`src/design/lfd_pkg.sv`:
```
// Package with constants and types of the LF driver serial command port
`default_nettype none
package lfd_pkg;

  // ---------------------------------------------------------------------
  // Serial word framing
  // ---------------------------------------------------------------------
  localparam int unsigned SPI_WORD_BITS     = 8;
  localparam int unsigned SPI_SCLK_MAX_KHZ  = 1000;
  localparam logic [2:0]  BIT_CNT_LAST      = 3'h7;
  localparam logic [2:0]  BIT_CNT_RESET     = 3'h0;

  // ---------------------------------------------------------------------
  // Command codes of the first word
  // ---------------------------------------------------------------------
  localparam logic [7:0] CMD_STATUS        = 8'h00;
  localparam logic [7:0] CMD_FAULT_CLEAR   = 8'h11;
  localparam logic [7:0] CMD_MOD_STOP      = 8'h21;
  localparam logic [7:0] CMD_POWER_DOWN    = 8'h41;
  localparam logic [7:0] CMD_WR_MOD_CFG    = 8'h04;
  localparam logic [7:0] CMD_RD_MOD_CFG    = 8'h06;
  localparam logic [7:0] CMD_WR_TIM_CFG    = 8'h08;
  localparam logic [7:0] CMD_RD_TIM_CFG    = 8'h0a;
  localparam logic [7:0] CMD_RD_FAULT      = 8'h0e;
  localparam logic [7:0] CMD_RD_FREE_SPACE = 8'h02;
  localparam int unsigned CMD_LF_LOAD_BIT  = 7;

  // ---------------------------------------------------------------------
  // Field positions
  // ---------------------------------------------------------------------
  localparam int unsigned STAT_SYS_READY_BIT = 7;
  localparam int unsigned STAT_MOD_READY_BIT = 1;
  localparam int unsigned MODCFG_CUR_LSB     = 2;
  localparam int unsigned MODCFG_SEL_BIT     = 0;
  localparam int unsigned TIMCFG_BAUD_LSB    = 1;
  localparam int unsigned TIMCFG_PRESC_BIT   = 0;
  localparam int unsigned FAULT_ILLEGAL_BIT  = 5;
  localparam logic [6:0]  LF_BITS_PER_WORD   = 7'h04;

  // ---------------------------------------------------------------------
  // Reset values
  // ---------------------------------------------------------------------
  localparam logic [3:0] MODCFG_CUR_RESET   = 4'h0;
  localparam logic       MODCFG_SEL_RESET   = 1'b0;
  localparam logic [1:0] TIMCFG_BAUD_RESET  = 2'h0;
  localparam logic       TIMCFG_PRESC_RESET = 1'b0;
  localparam logic [5:0] FAULT_RESET        = 6'h00;

  // ---------------------------------------------------------------------
  // Power-down timer, counted in resonator cycles
  // ---------------------------------------------------------------------
  localparam int unsigned PD_TIMEOUT_OSC_CYCLES = 2048;
  localparam logic [11:0] PD_TIMER_LAST =
    12'(PD_TIMEOUT_OSC_CYCLES - 1);

  // ---------------------------------------------------------------------
  // Types
  // ---------------------------------------------------------------------
  typedef enum logic {
    LFD_SCHEME_ASK,
    LFD_SCHEME_PSK
  } lfd_mod_scheme_t;

  typedef struct packed {
    logic [3:0]      drive_current_select;
    lfd_mod_scheme_t modulation_select;
  } lfd_mod_cfg_t;

  typedef struct packed {
    logic [1:0] baud_rate_select;
    logic       clock_out_prescale_en;
  } lfd_tim_cfg_t;

  typedef struct packed {
    logic footpoint_overcurrent_fault;
    logic open_load_fault;
    logic short_to_battery_fault;
    logic short_to_ground_fault;
    logic overtemperature_fault;
  } lfd_diag_t;

  typedef struct packed {
    logic       valid;
    logic [2:0] bit_count;
    logic [7:0] lf_half_bits;
  } lfd_lf_word_t;

endpackage
`default_nettype wire

```
`src/design/lfd_spi_cmd_port.sv`:
```
// Serial command port of the LF antenna driver: SPI slave and decoder
//
// Summary of operation
// - Eight-bit serial slave, clock up to 1 MHz.
// - Data output driven only while selected.
// - Never starts transfers nor makes clock.
// - Sample input on rising serial clock edge.
// - Present output LSB, shift on falling edge.
// - Both polarity/phase 0 and 1/1 supported.
// - Power-down: inverters off, pull-down on.
// - Qualified oscillator switches one inverter off.
// - First reply: system and modulator ready bits.
// - 0x11 clear faults, 0x21 stop, 0x41 sleep.
// - 0x04 writes current and modulation select.
// - 0x06 reads current and modulation select.
// - Modulation select: zero ASK, one PSK.
// - 0x08 writes baud rate and prescaler enable.
// - 0x0A reads baud rate and prescaler enable.
// - 0x0E returns fault byte second word.
// - Fault byte layout, top two bits zero.
// - 0x02 returns free buffer bit slots.
// - Bit seven set starts LF data load.
// - LF data words echo previous master word.
// - Words are eight bits, LSB first.
// - Unknown command sets illegal-command fault bit.
// - Stop discards buffer, idles driver.
// - Sleep after 2048 oscillator cycles unless reselected.
`default_nettype none
module lfd_spi_cmd_port
  import lfd_pkg::*;
(
  // Clock and reset
  input  wire logic                  clock,
  input  wire logic                  nrst,
  // Serial port pins
  input  wire logic                  port_select,
  input  wire logic                  port_sclk,
  input  wire logic                  port_serial_in,
  output logic                       port_serial_out,
  output logic                       port_serial_out_en,
  // Oscillator
  input  wire logic                  resonator_input,
  input  wire logic                  osc_qualified,
  output logic                       osc_pulldown_en,
  output logic                       osc_inv_a_en,
  output logic                       osc_inv_b_en,
  output logic                       system_ready_flag,
  // Modulator and buffer side
  input  wire logic                  modulator_ready,
  input  wire logic [6:0]            free_bit_slots,
  input  wire lfd_pkg::lfd_diag_t    diag_faults,
  output lfd_pkg::lfd_lf_word_t      lf_word,
  output logic                       modulator_start,
  output logic                       modulator_stop,
  output logic                       driver_halt,
  output logic                       power_stage_fault,
  // Configuration
  output lfd_pkg::lfd_mod_cfg_t      mod_cfg,
  output lfd_pkg::lfd_tim_cfg_t      tim_cfg
);
  import lfd_pkg::*;

  typedef enum logic [1:0] {
    LFD_PH_CMD,
    LFD_PH_ARG,
    LFD_PH_LF
  } lfd_phase_t;

  typedef enum logic [1:0] {
    LFD_OSC_OFF,
    LFD_OSC_QUAL,
    LFD_OSC_RUN,
    LFD_OSC_PD_WAIT
  } lfd_osc_t;

  // ---------------------------------------------------------------------
  // Reset release
  // ---------------------------------------------------------------------
  logic rst_meta_q;
  logic rst_n;

  // Asynchronous assert, release through two flops
  always_ff @(posedge clock or negedge nrst) begin
    if (!nrst) begin
      rst_meta_q <= 1'b0;
      rst_n      <= 1'b0;
    end else begin
      rst_meta_q <= 1'b1;
      rst_n      <= rst_meta_q;
    end
  end

  // ---------------------------------------------------------------------
  // Pin synchronisers
  // ---------------------------------------------------------------------
  logic [4:0] pin_s1_q;
  logic [4:0] pin_s2_q;
  logic [4:0] pin_s3_q;
  logic       sel_s;
  logic       sclk_s;
  logic       sdi_s;
  logic       osc_ok_s;
  logic       res_s;
  logic       sel_rise;
  logic       sel_fall;
  logic       sclk_rise;
  logic       sclk_fall;
  logic       res_rise;

  // Two flops per pin; the third stage only feeds edge detection
  always_ff @(posedge clock or negedge rst_n) begin
    if (!rst_n) begin
      pin_s1_q <= 5'h00;
      pin_s2_q <= 5'h00;
      pin_s3_q <= 5'h00;
    end else begin
      pin_s1_q <= {resonator_input, osc_qualified, port_serial_in,
                   port_sclk, port_select};
      pin_s2_q <= pin_s1_q;
      pin_s3_q <= pin_s2_q;
    end
  end

  assign sel_s     = pin_s2_q[0];
  assign sclk_s    = pin_s2_q[1];
  assign sdi_s     = pin_s2_q[2];
  assign osc_ok_s  = pin_s2_q[3];
  assign res_s     = pin_s2_q[4];
  assign sel_rise  = sel_s & ~pin_s3_q[0];
  assign sel_fall  = ~sel_s & pin_s3_q[0];
  // Oversampling the serial clock fifty times keeps 1 MHz safe
  assign sclk_rise = sel_s & sclk_s & ~pin_s3_q[1];
  assign sclk_fall = sel_s & ~sclk_s & pin_s3_q[1];
  assign res_rise  = res_s & ~pin_s3_q[4];

  // ---------------------------------------------------------------------
  // Shift registers
  // ---------------------------------------------------------------------
  logic [2:0] bit_cnt_q;
  logic [7:0] rx_q;
  logic [7:0] tx_q;
  logic       shift_pend_q;
  logic       word_done;
  logic [7:0] rx_word;
  logic [7:0] reply_d;
  logic [7:0] status_byte;

  assign word_done = sclk_rise && (bit_cnt_q == BIT_CNT_LAST);
  // LSB arrives first, so new bits enter at the top
  assign rx_word   = {sdi_s, rx_q[7:1]};

  // First reply word layout, shared by every command
  assign status_byte = 8'({system_ready_flag, 5'h00, modulator_ready,
                           1'b0});

  // Bit counter cleared on deselect; input register keeps its value
  always_ff @(posedge clock or negedge rst_n) begin
    if (!rst_n) begin
      bit_cnt_q <= BIT_CNT_RESET;
      rx_q      <= 8'h00;
    end else if (!sel_s) begin
      bit_cnt_q <= BIT_CNT_RESET;
    end else if (sclk_rise) begin
      rx_q      <= rx_word;
      bit_cnt_q <= bit_cnt_q + 3'h1;
    end
  end

  // Output register: a falling edge shifts only after a rising edge of
  // the same word, so the leading falling edge of scheme 1/1 keeps bit 0
  always_ff @(posedge clock or negedge rst_n) begin
    if (!rst_n) begin
      tx_q         <= 8'h00;
      shift_pend_q <= 1'b0;
    end else if (sel_rise) begin
      tx_q         <= status_byte;
      shift_pend_q <= 1'b0;
    end else if (word_done) begin
      tx_q         <= reply_d;
      shift_pend_q <= 1'b0;
    end else if (sclk_rise) begin
      shift_pend_q <= 1'b1;
    end else if (sclk_fall && shift_pend_q) begin
      tx_q         <= {1'b0, tx_q[7:1]};
      shift_pend_q <= 1'b0;
    end
  end

  // Output pin and enable; drive only while selected, never any clock
  always_ff @(posedge clock or negedge rst_n) begin
    if (!rst_n) begin
      port_serial_out    <= 1'b0;
      port_serial_out_en <= 1'b0;
    end else begin
      port_serial_out    <= tx_q[0];
      port_serial_out_en <= sel_s;
    end
  end

  // ---------------------------------------------------------------------
  // Command decoder
  // ---------------------------------------------------------------------
  lfd_phase_t phase_q;
  logic [7:0] cmd_q;
  logic [6:0] lf_left_q;
  logic       cmd_word;
  logic       arg_word;
  logic       lf_word_in;
  logic       cmd_illegal;
  logic [6:0] lf_take;
  logic [5:0] fault_q;

  // Recognised single and two-word command codes
  function automatic logic cmd_known(input logic [7:0] w);
    unique case (w)
      CMD_STATUS, CMD_FAULT_CLEAR, CMD_MOD_STOP, CMD_POWER_DOWN,
      CMD_WR_MOD_CFG, CMD_RD_MOD_CFG, CMD_WR_TIM_CFG, CMD_RD_TIM_CFG,
      CMD_RD_FAULT, CMD_RD_FREE_SPACE: cmd_known = 1'b1;
      default:                         cmd_known = w[CMD_LF_LOAD_BIT];
    endcase
  endfunction

  assign cmd_word    = word_done && (phase_q == LFD_PH_CMD);
  assign arg_word    = word_done && (phase_q == LFD_PH_ARG);
  assign lf_word_in  = word_done && (phase_q == LFD_PH_LF);
  assign cmd_illegal = cmd_word && !cmd_known(rx_word);
  assign lf_take     = (lf_left_q > LF_BITS_PER_WORD) ?
                       LF_BITS_PER_WORD : lf_left_q;

  // Reply for the word that follows the one just completed
  always_comb begin
    reply_d = status_byte;
    if (cmd_word) begin
      unique case (rx_word)
        CMD_WR_MOD_CFG:    reply_d = CMD_WR_MOD_CFG;
        CMD_WR_TIM_CFG:    reply_d = CMD_WR_TIM_CFG;
        CMD_RD_MOD_CFG:    reply_d = 8'({mod_cfg.drive_current_select,
                                         1'b0,
                                         mod_cfg.modulation_select});
        CMD_RD_TIM_CFG:    reply_d = 8'({tim_cfg.baud_rate_select,
                                         tim_cfg.clock_out_prescale_en});
        CMD_RD_FAULT:      reply_d = {2'h0, fault_q};
        CMD_RD_FREE_SPACE: reply_d = {1'b0, free_bit_slots};
        default: begin
          if (rx_word[CMD_LF_LOAD_BIT] && rx_word[6:0] != 7'h00) begin
            reply_d = rx_word;
          end
        end
      endcase
    end else if (lf_word_in && lf_left_q > LF_BITS_PER_WORD) begin
      reply_d = rx_word;
    end
  end

  // Word position; a deselect always returns to a command word
  always_ff @(posedge clock or negedge rst_n) begin
    if (!rst_n) begin
      phase_q   <= LFD_PH_CMD;
      cmd_q     <= 8'h00;
      lf_left_q <= 7'h00;
    end else if (!sel_s) begin
      phase_q   <= LFD_PH_CMD;
    end else if (cmd_word) begin
      cmd_q <= rx_word;
      if (rx_word[CMD_LF_LOAD_BIT]) begin
        lf_left_q <= rx_word[6:0];
        phase_q   <= (rx_word[6:0] == 7'h00) ? LFD_PH_CMD : LFD_PH_LF;
      // Every two-word code has a bit set in 3..1, no single-word one does
      end else if (cmd_known(rx_word) && rx_word[3:1] != 3'h0) begin
        phase_q <= LFD_PH_ARG;
      end else begin
        phase_q <= LFD_PH_CMD;
      end
    end else if (arg_word) begin
      phase_q <= LFD_PH_CMD;
    end else if (lf_word_in) begin
      lf_left_q <= lf_left_q - lf_take;
      if (lf_left_q <= LF_BITS_PER_WORD) begin
        phase_q <= LFD_PH_CMD;
      end
    end
  end

  // LF half-bit words to the buffer; each word also starts the modulator
  always_ff @(posedge clock or negedge rst_n) begin
    if (!rst_n) begin
      lf_word         <= '0;
      modulator_start <= 1'b0;
    end else begin
      lf_word.valid   <= lf_word_in;
      modulator_start <= lf_word_in;
      if (lf_word_in) begin
        lf_word.lf_half_bits <= rx_word;
        lf_word.bit_count    <= lf_take[2:0];
      end
    end
  end

  // ---------------------------------------------------------------------
  // Configuration registers
  // ---------------------------------------------------------------------
  // Kept through power-down so they can be read back afterwards
  always_ff @(posedge clock or negedge rst_n) begin
    if (!rst_n) begin
      mod_cfg.drive_current_select <= MODCFG_CUR_RESET;
      mod_cfg.modulation_select    <= lfd_mod_scheme_t'(MODCFG_SEL_RESET);
      tim_cfg.baud_rate_select      <= TIMCFG_BAUD_RESET;
      tim_cfg.clock_out_prescale_en <= TIMCFG_PRESC_RESET;
    end else if (arg_word && cmd_q == CMD_WR_MOD_CFG) begin
      mod_cfg.drive_current_select <= rx_word[MODCFG_CUR_LSB +: 4];
      mod_cfg.modulation_select    <=
        lfd_mod_scheme_t'(rx_word[MODCFG_SEL_BIT]);
    end else if (arg_word && cmd_q == CMD_WR_TIM_CFG) begin
      tim_cfg.baud_rate_select      <= rx_word[TIMCFG_BAUD_LSB +: 2];
      tim_cfg.clock_out_prescale_en <= rx_word[TIMCFG_PRESC_BIT];
    end
  end

  // ---------------------------------------------------------------------
  // Fault memory
  // ---------------------------------------------------------------------
  logic fault_clear;
  logic pd_cmd;
  assign fault_clear = cmd_word && (rx_word == CMD_FAULT_CLEAR);
  assign pd_cmd      = cmd_word && (rx_word == CMD_POWER_DOWN);

  // Sticky bits; a detection in the clearing cycle survives the clear
  always_ff @(posedge clock or negedge rst_n) begin
    if (!rst_n) begin
      fault_q <= FAULT_RESET;
    end else begin
      fault_q <= (fault_q & ~{6{fault_clear}}) |
                 {cmd_illegal, diag_faults};
    end
  end

  // Only driver faults stop the power stages, not a bad command
  always_ff @(posedge clock or negedge rst_n) begin
    if (!rst_n) begin
      power_stage_fault <= 1'b0;
    end else begin
      power_stage_fault <= |fault_q[FAULT_ILLEGAL_BIT-1:0];
    end
  end

  // ---------------------------------------------------------------------
  // Oscillator control and power-down
  // ---------------------------------------------------------------------
  lfd_osc_t   osc_q;
  logic       pd_req_q;
  logic [11:0] pd_timer_q;
  logic       pd_expire;

  assign pd_expire = (osc_q == LFD_OSC_PD_WAIT) && !sel_s && res_rise &&
                     (pd_timer_q == PD_TIMER_LAST);

  // A sleep request lives until the next command word or a deselect
  always_ff @(posedge clock or negedge rst_n) begin
    if (!rst_n) begin
      pd_req_q <= 1'b0;
    end else if (cmd_word) begin
      pd_req_q <= pd_cmd;
    end else if (sel_fall) begin
      pd_req_q <= 1'b0;
    end
  end

  // Oscillator states: off, qualifying, running, waiting to sleep
  always_ff @(posedge clock or negedge rst_n) begin
    if (!rst_n) begin
      osc_q <= LFD_OSC_OFF;
    end else begin
      unique case (osc_q)
        LFD_OSC_OFF:     if (sel_s) begin
          osc_q <= LFD_OSC_QUAL;
        end
        LFD_OSC_QUAL:    if (osc_ok_s) begin
          osc_q <= LFD_OSC_RUN;
        end
        LFD_OSC_RUN:     if (sel_fall && pd_req_q) begin
          osc_q <= LFD_OSC_PD_WAIT;
        end
        LFD_OSC_PD_WAIT: begin
          if (sel_s) begin
            osc_q <= LFD_OSC_RUN;
          end else if (pd_expire) begin
            osc_q <= LFD_OSC_OFF;
          end
        end
      endcase
    end
  end

  // Timeout counted on resonator edges, not on the system clock
  always_ff @(posedge clock or negedge rst_n) begin
    if (!rst_n) begin
      pd_timer_q <= 12'h000;
    end else if (osc_q != LFD_OSC_PD_WAIT) begin
      pd_timer_q <= 12'h000;
    end else if (res_rise) begin
      pd_timer_q <= pd_timer_q + 12'h001;
    end
  end

  // Oscillator drive: none while off, both inverters until qualified, then one only
  always_ff @(posedge clock or negedge rst_n) begin
    if (!rst_n) begin
      osc_pulldown_en   <= 1'b1;
      osc_inv_a_en      <= 1'b0;
      osc_inv_b_en      <= 1'b0;
      system_ready_flag <= 1'b0;
    end else begin
      osc_pulldown_en   <= (osc_q == LFD_OSC_OFF);
      osc_inv_a_en      <= (osc_q != LFD_OSC_OFF);
      osc_inv_b_en      <= (osc_q == LFD_OSC_QUAL);
      system_ready_flag <= (osc_q == LFD_OSC_RUN) ||
                           (osc_q == LFD_OSC_PD_WAIT);
    end
  end

  // Stop flushes the buffer; the sleep wait also halts the driver
  always_ff @(posedge clock or negedge rst_n) begin
    if (!rst_n) begin
      modulator_stop <= 1'b0;
      driver_halt    <= 1'b0;
    end else begin
      modulator_stop <= (cmd_word && rx_word == CMD_MOD_STOP) ||
                        (osc_q == LFD_OSC_RUN && sel_fall && pd_req_q);
      driver_halt    <= (osc_q == LFD_OSC_PD_WAIT) ||
                        (osc_q == LFD_OSC_OFF);
    end
  end

endmodule
`default_nettype wire

```
`config.mk`:
```
export PLATFORM = sky130hd
export DESIGN_NAME = lfd_spi_cmd_port
export DESIGN_NICKNAME = d
export VERILOG_FILES = /design/src/design/lfd_pkg.sv /design/src/design/lfd_spi_cmd_port.sv
export SDC_FILE = /design/constraint.sdc
export NUM_CORES = 1
export LEC_CHECK = 0
export BUFFER_PORTS_ARGS = -buffer_cell sky130_fd_sc_hd__buf_2
export CORE_AREA = 2 2 106 133
export CTS_CLUSTER_DIAMETER = 150
export CTS_CLUSTER_SIZE = 25
export DETAILED_ROUTE_END_ITERATION = 12
export DIE_AREA = 0 0 108 135
export GPL_TIMING_DRIVEN = 1
export PLACE_DENSITY = 0.57
export SYNTH_ARGS = -nofsm -noshare
export SYNTH_HDL_FRONTEND = slang
export SYNTH_SLANG_ARGS = --single-unit
```
`constraint.sdc`:
```
create_clock -name clock -period 6.65 [get_ports clock]
set_input_delay 0.665 -clock clock [delete_from_list [all_inputs] [get_ports clock]]
set_output_delay 0.665 -clock clock [all_outputs]
set_load 0.02 [all_outputs]
```
==> metrics.txt <==
xor/xnor share of the synthesized area=0.0253; CP Data Arrival Time=roughly 2.8 ns; DR WL met2=5480 um; CP Max Fanout=6; Filler cells=1286; Num CTS Buffers=9; Post-synth top cells=dfrtp_1 (99), nand2_1 (71), nor2_1 (28); Post-synth EDFFs=0; Placer Congestion=0.840; n_diodes=0; initial antenna violation count=0; sequential area share after synthesis=0.517; top post-synthesis cells by area=dfrtp_1 (51%), nand2_1 (5.5%), mux2_2 (3.3%), nor2_1 (2.2%), ha_1 (2.1%); Max transition margin=0.408; detailed-route wire length=roughly 11000 um; Top FF cell, synth=dfrtp_1; Mapped Area=roughly 4800 um2; status=complete, no violations; Initial Util=0.366; HPWL Detailed=7610 um; Leak=2.53 nW; largest family of logic cells by synthesized area=simple AND/OR/NAND/NOR gates; first-pass GRT wire length=around 18000 um; endpoints failing setup=0; CTS resizes=0; die height=135 um; final hold vios=0; final slew viol count=0; post-route design area=around 5500 um2; # Max-Cap Violations=0; syn_area_per_cell=10.6 um2; detailed-route DRC error count=0; Tmin final=about 2.5 ns; area added between synthesis and finish=13.0%; reg-to-reg slack, setup=4.14 ns; pin count of the biggest net entering global routing=54; Synth Register Bits=100; drt via density=5.23; setup bufs post-CTS=0; vias in the first global route=3498; clk_skew=0.00563 ns; Rows=47; area leader, netlist=dfrtp_1; pwr/cell area=between 200 and 300 nW/um2; Hold WC Path Type=primary input to asynchronous set/reset pin; Crit. End Element=flip-flop; Worst Path Required=6.92 ns; DRT met1 WL=4780 um; # nets final=525; CORE AREA=13200 um2; Least-Margin Pin Slew=0.888 ns; pre-CTS setup slack=between 4 and 5 ns; setup_tns=0 ns; # port buffers=49; clk_lat worst skew=0.35 ns; Final WS setup=4.14 ns; H-tree levels=3; Async S/R FF share, synth=1.00; fin util=0.414; post-synthesis compound-gate area fraction=0.139; Crit Path Class=flip-flop to flip-flop; Synth cell types=75; unrepaired setup endpoints after global routing=false; CTS Buffer Depth=2; placement-stage cell area=5180 um2; synthesized instance count=457; drt first pass iters=4; Worst Setup SP=lf_left_q[5]$_DFFE_PN0P_; top-area cell type share of the netlist area=0.511; DRT iter0 DRCs=~260; met3 wire length=537 um; clock slew at reported path FFs=approximately 0.070 ns; Post-Synth Simple-Gate Area=0.204; CP startpoint kind=flip-flop; VDD IR-drop max=0.162 mV; share of cells above drive strength 1=0.221; adder-cell share of the synthesized area=0.0207; mux cell area share after synthesis=0.0537; WL/cell=16.5 um; routed vias=around 3.5k; root buf cell=clkbuf_16; fin crit share=0.378; CTS tree=yes; die area=14600 um2; Congestion Overflow GR=0; Tot GR Track Use=0.160; most instantiated library cell after synthesis=dfrtp_1; worst r2r dst=lf_left_q[4]$_DFFE_PN0P_; Ports=50; highest routed layer=met4; Die Wd=approximately 110 um; Warnings, synthesis=0; Fmax=398 MHz; Final ANT Viol Nets=0; origin of the critical flop-to-flop path=lf_left_q[5]$_DFFE_PN0P_; TritonCTS sink count=100; Worst Reg-to-Reg Cells=8; Post-CTS Hold Buffers=0
-- per-layer routing --
layer,up-vias,track usage
met4,0,0.0577
met3,23,0.0439
met1,1700,0.204
met5,-,0
met2,104,0.261
li1,1692,-
-- kinds of logic (layout without fill, tap and decap cells) --
| group | after synthesis | count (layout) |
|---|---|---|
| fa+ha+maj | 8 | 8 |
| other cells | 1 | 2 |
| mux | 23 | 23 |
| xor+xnor | 14 | 14 |
| compound gates | 93 | 93 |
| simple gates | 181 | 181 |
| flops | 100 | 100 |
| buf+inv | 37 | 81 |
-- how the worst max path moves through the flow --
stage | end | slack, ns | cells past startpoint
after floorplan | bit_cnt_q[0]$_DFFE_PN0P_ | 3.66 | 0
after global placement | lf_word[10]$_DFFE_PN0P_ | 4.37 | 7
after detailed placement | lf_left_q[4]$_DFFE_PN0P_ | 4.18 | 8
after CTS | lf_left_q[4]$_DFFE_PN0P_ | 4.16 | 8
after global routing | lf_left_q[4]$_DFFE_PN0P_ | 4.05 | 8
final | lf_left_q[4]$_DFFE_PN0P_ | 4.14 | 8
-- power by group --
part	switching (mW)	internal, mW	total (mW)
sequential	0.113	0.658	0.770
combinational	0.148	0.124	0.272
clock	0.232	0.277	0.508
total	0.492	1.06	1.55
-- critical path, cell delays in order, from the launching register on --
cell     delay, ns
dfrtp_1       0.46
nor3_1        0.42
nand2_1       0.18
nand2_1       0.11
ha_1          0.23
or4b_2        0.62
nand3_1       0.14
o22ai_1       0.10
a21oi_1       0.18
-- cell type report --
class / instances / area, um2 / share of cell area
clock inverters: 4 / 31.3 / 0.00572
clock buffers: 12 / 256 / 0.0469
flip-flops and latches: 100 / 2510 / 0.458
repair buffers: 50 / 253 / 0.0462
well taps: 171 / 214 / 0.0391
multi-input cells: 321 / 2150 / 0.394
inverters: 15 / 56.3 / 0.0103
-- cells in the final DEF, fill, tap and decap left out, types with 10 or more instances in the layout --
cell      n
inv_1    12
mux2_2   14
dfrtp_1  98
nor2_1   28
buf_2    49
and2_1   10
nand3_1  12
a21oi_1  16
nand2_1  71
o21ai_0  18
-- registers in the layout, indices dropped and copies added, names as in the netlist, 2 cells and up --
name	count
lf_left_q	7
pin_s3_q	3
pin_s1_q	5
cmd_q	8
mod_cfg	5
pd_timer_q	12
pin_s2_q	5
osc_q	2
tx_q	8
rx_q	7
lf_word	11
bit_cnt_q	3
tim_cfg	3
phase_q	2
fault_q	6
-- per-stage QoR --
stage               power, mW  instances  hold WS (ns)
floorplan               0.961        458         0.331
global placement         1.05        657         0.332
detailed placement       1.05        657         0.335
CTS                      1.57        673        0.0749
global route             1.63        673        0.0695
finish                   1.55        673        0.0835
No activity file was read; power rests on OpenSTA's default activity.
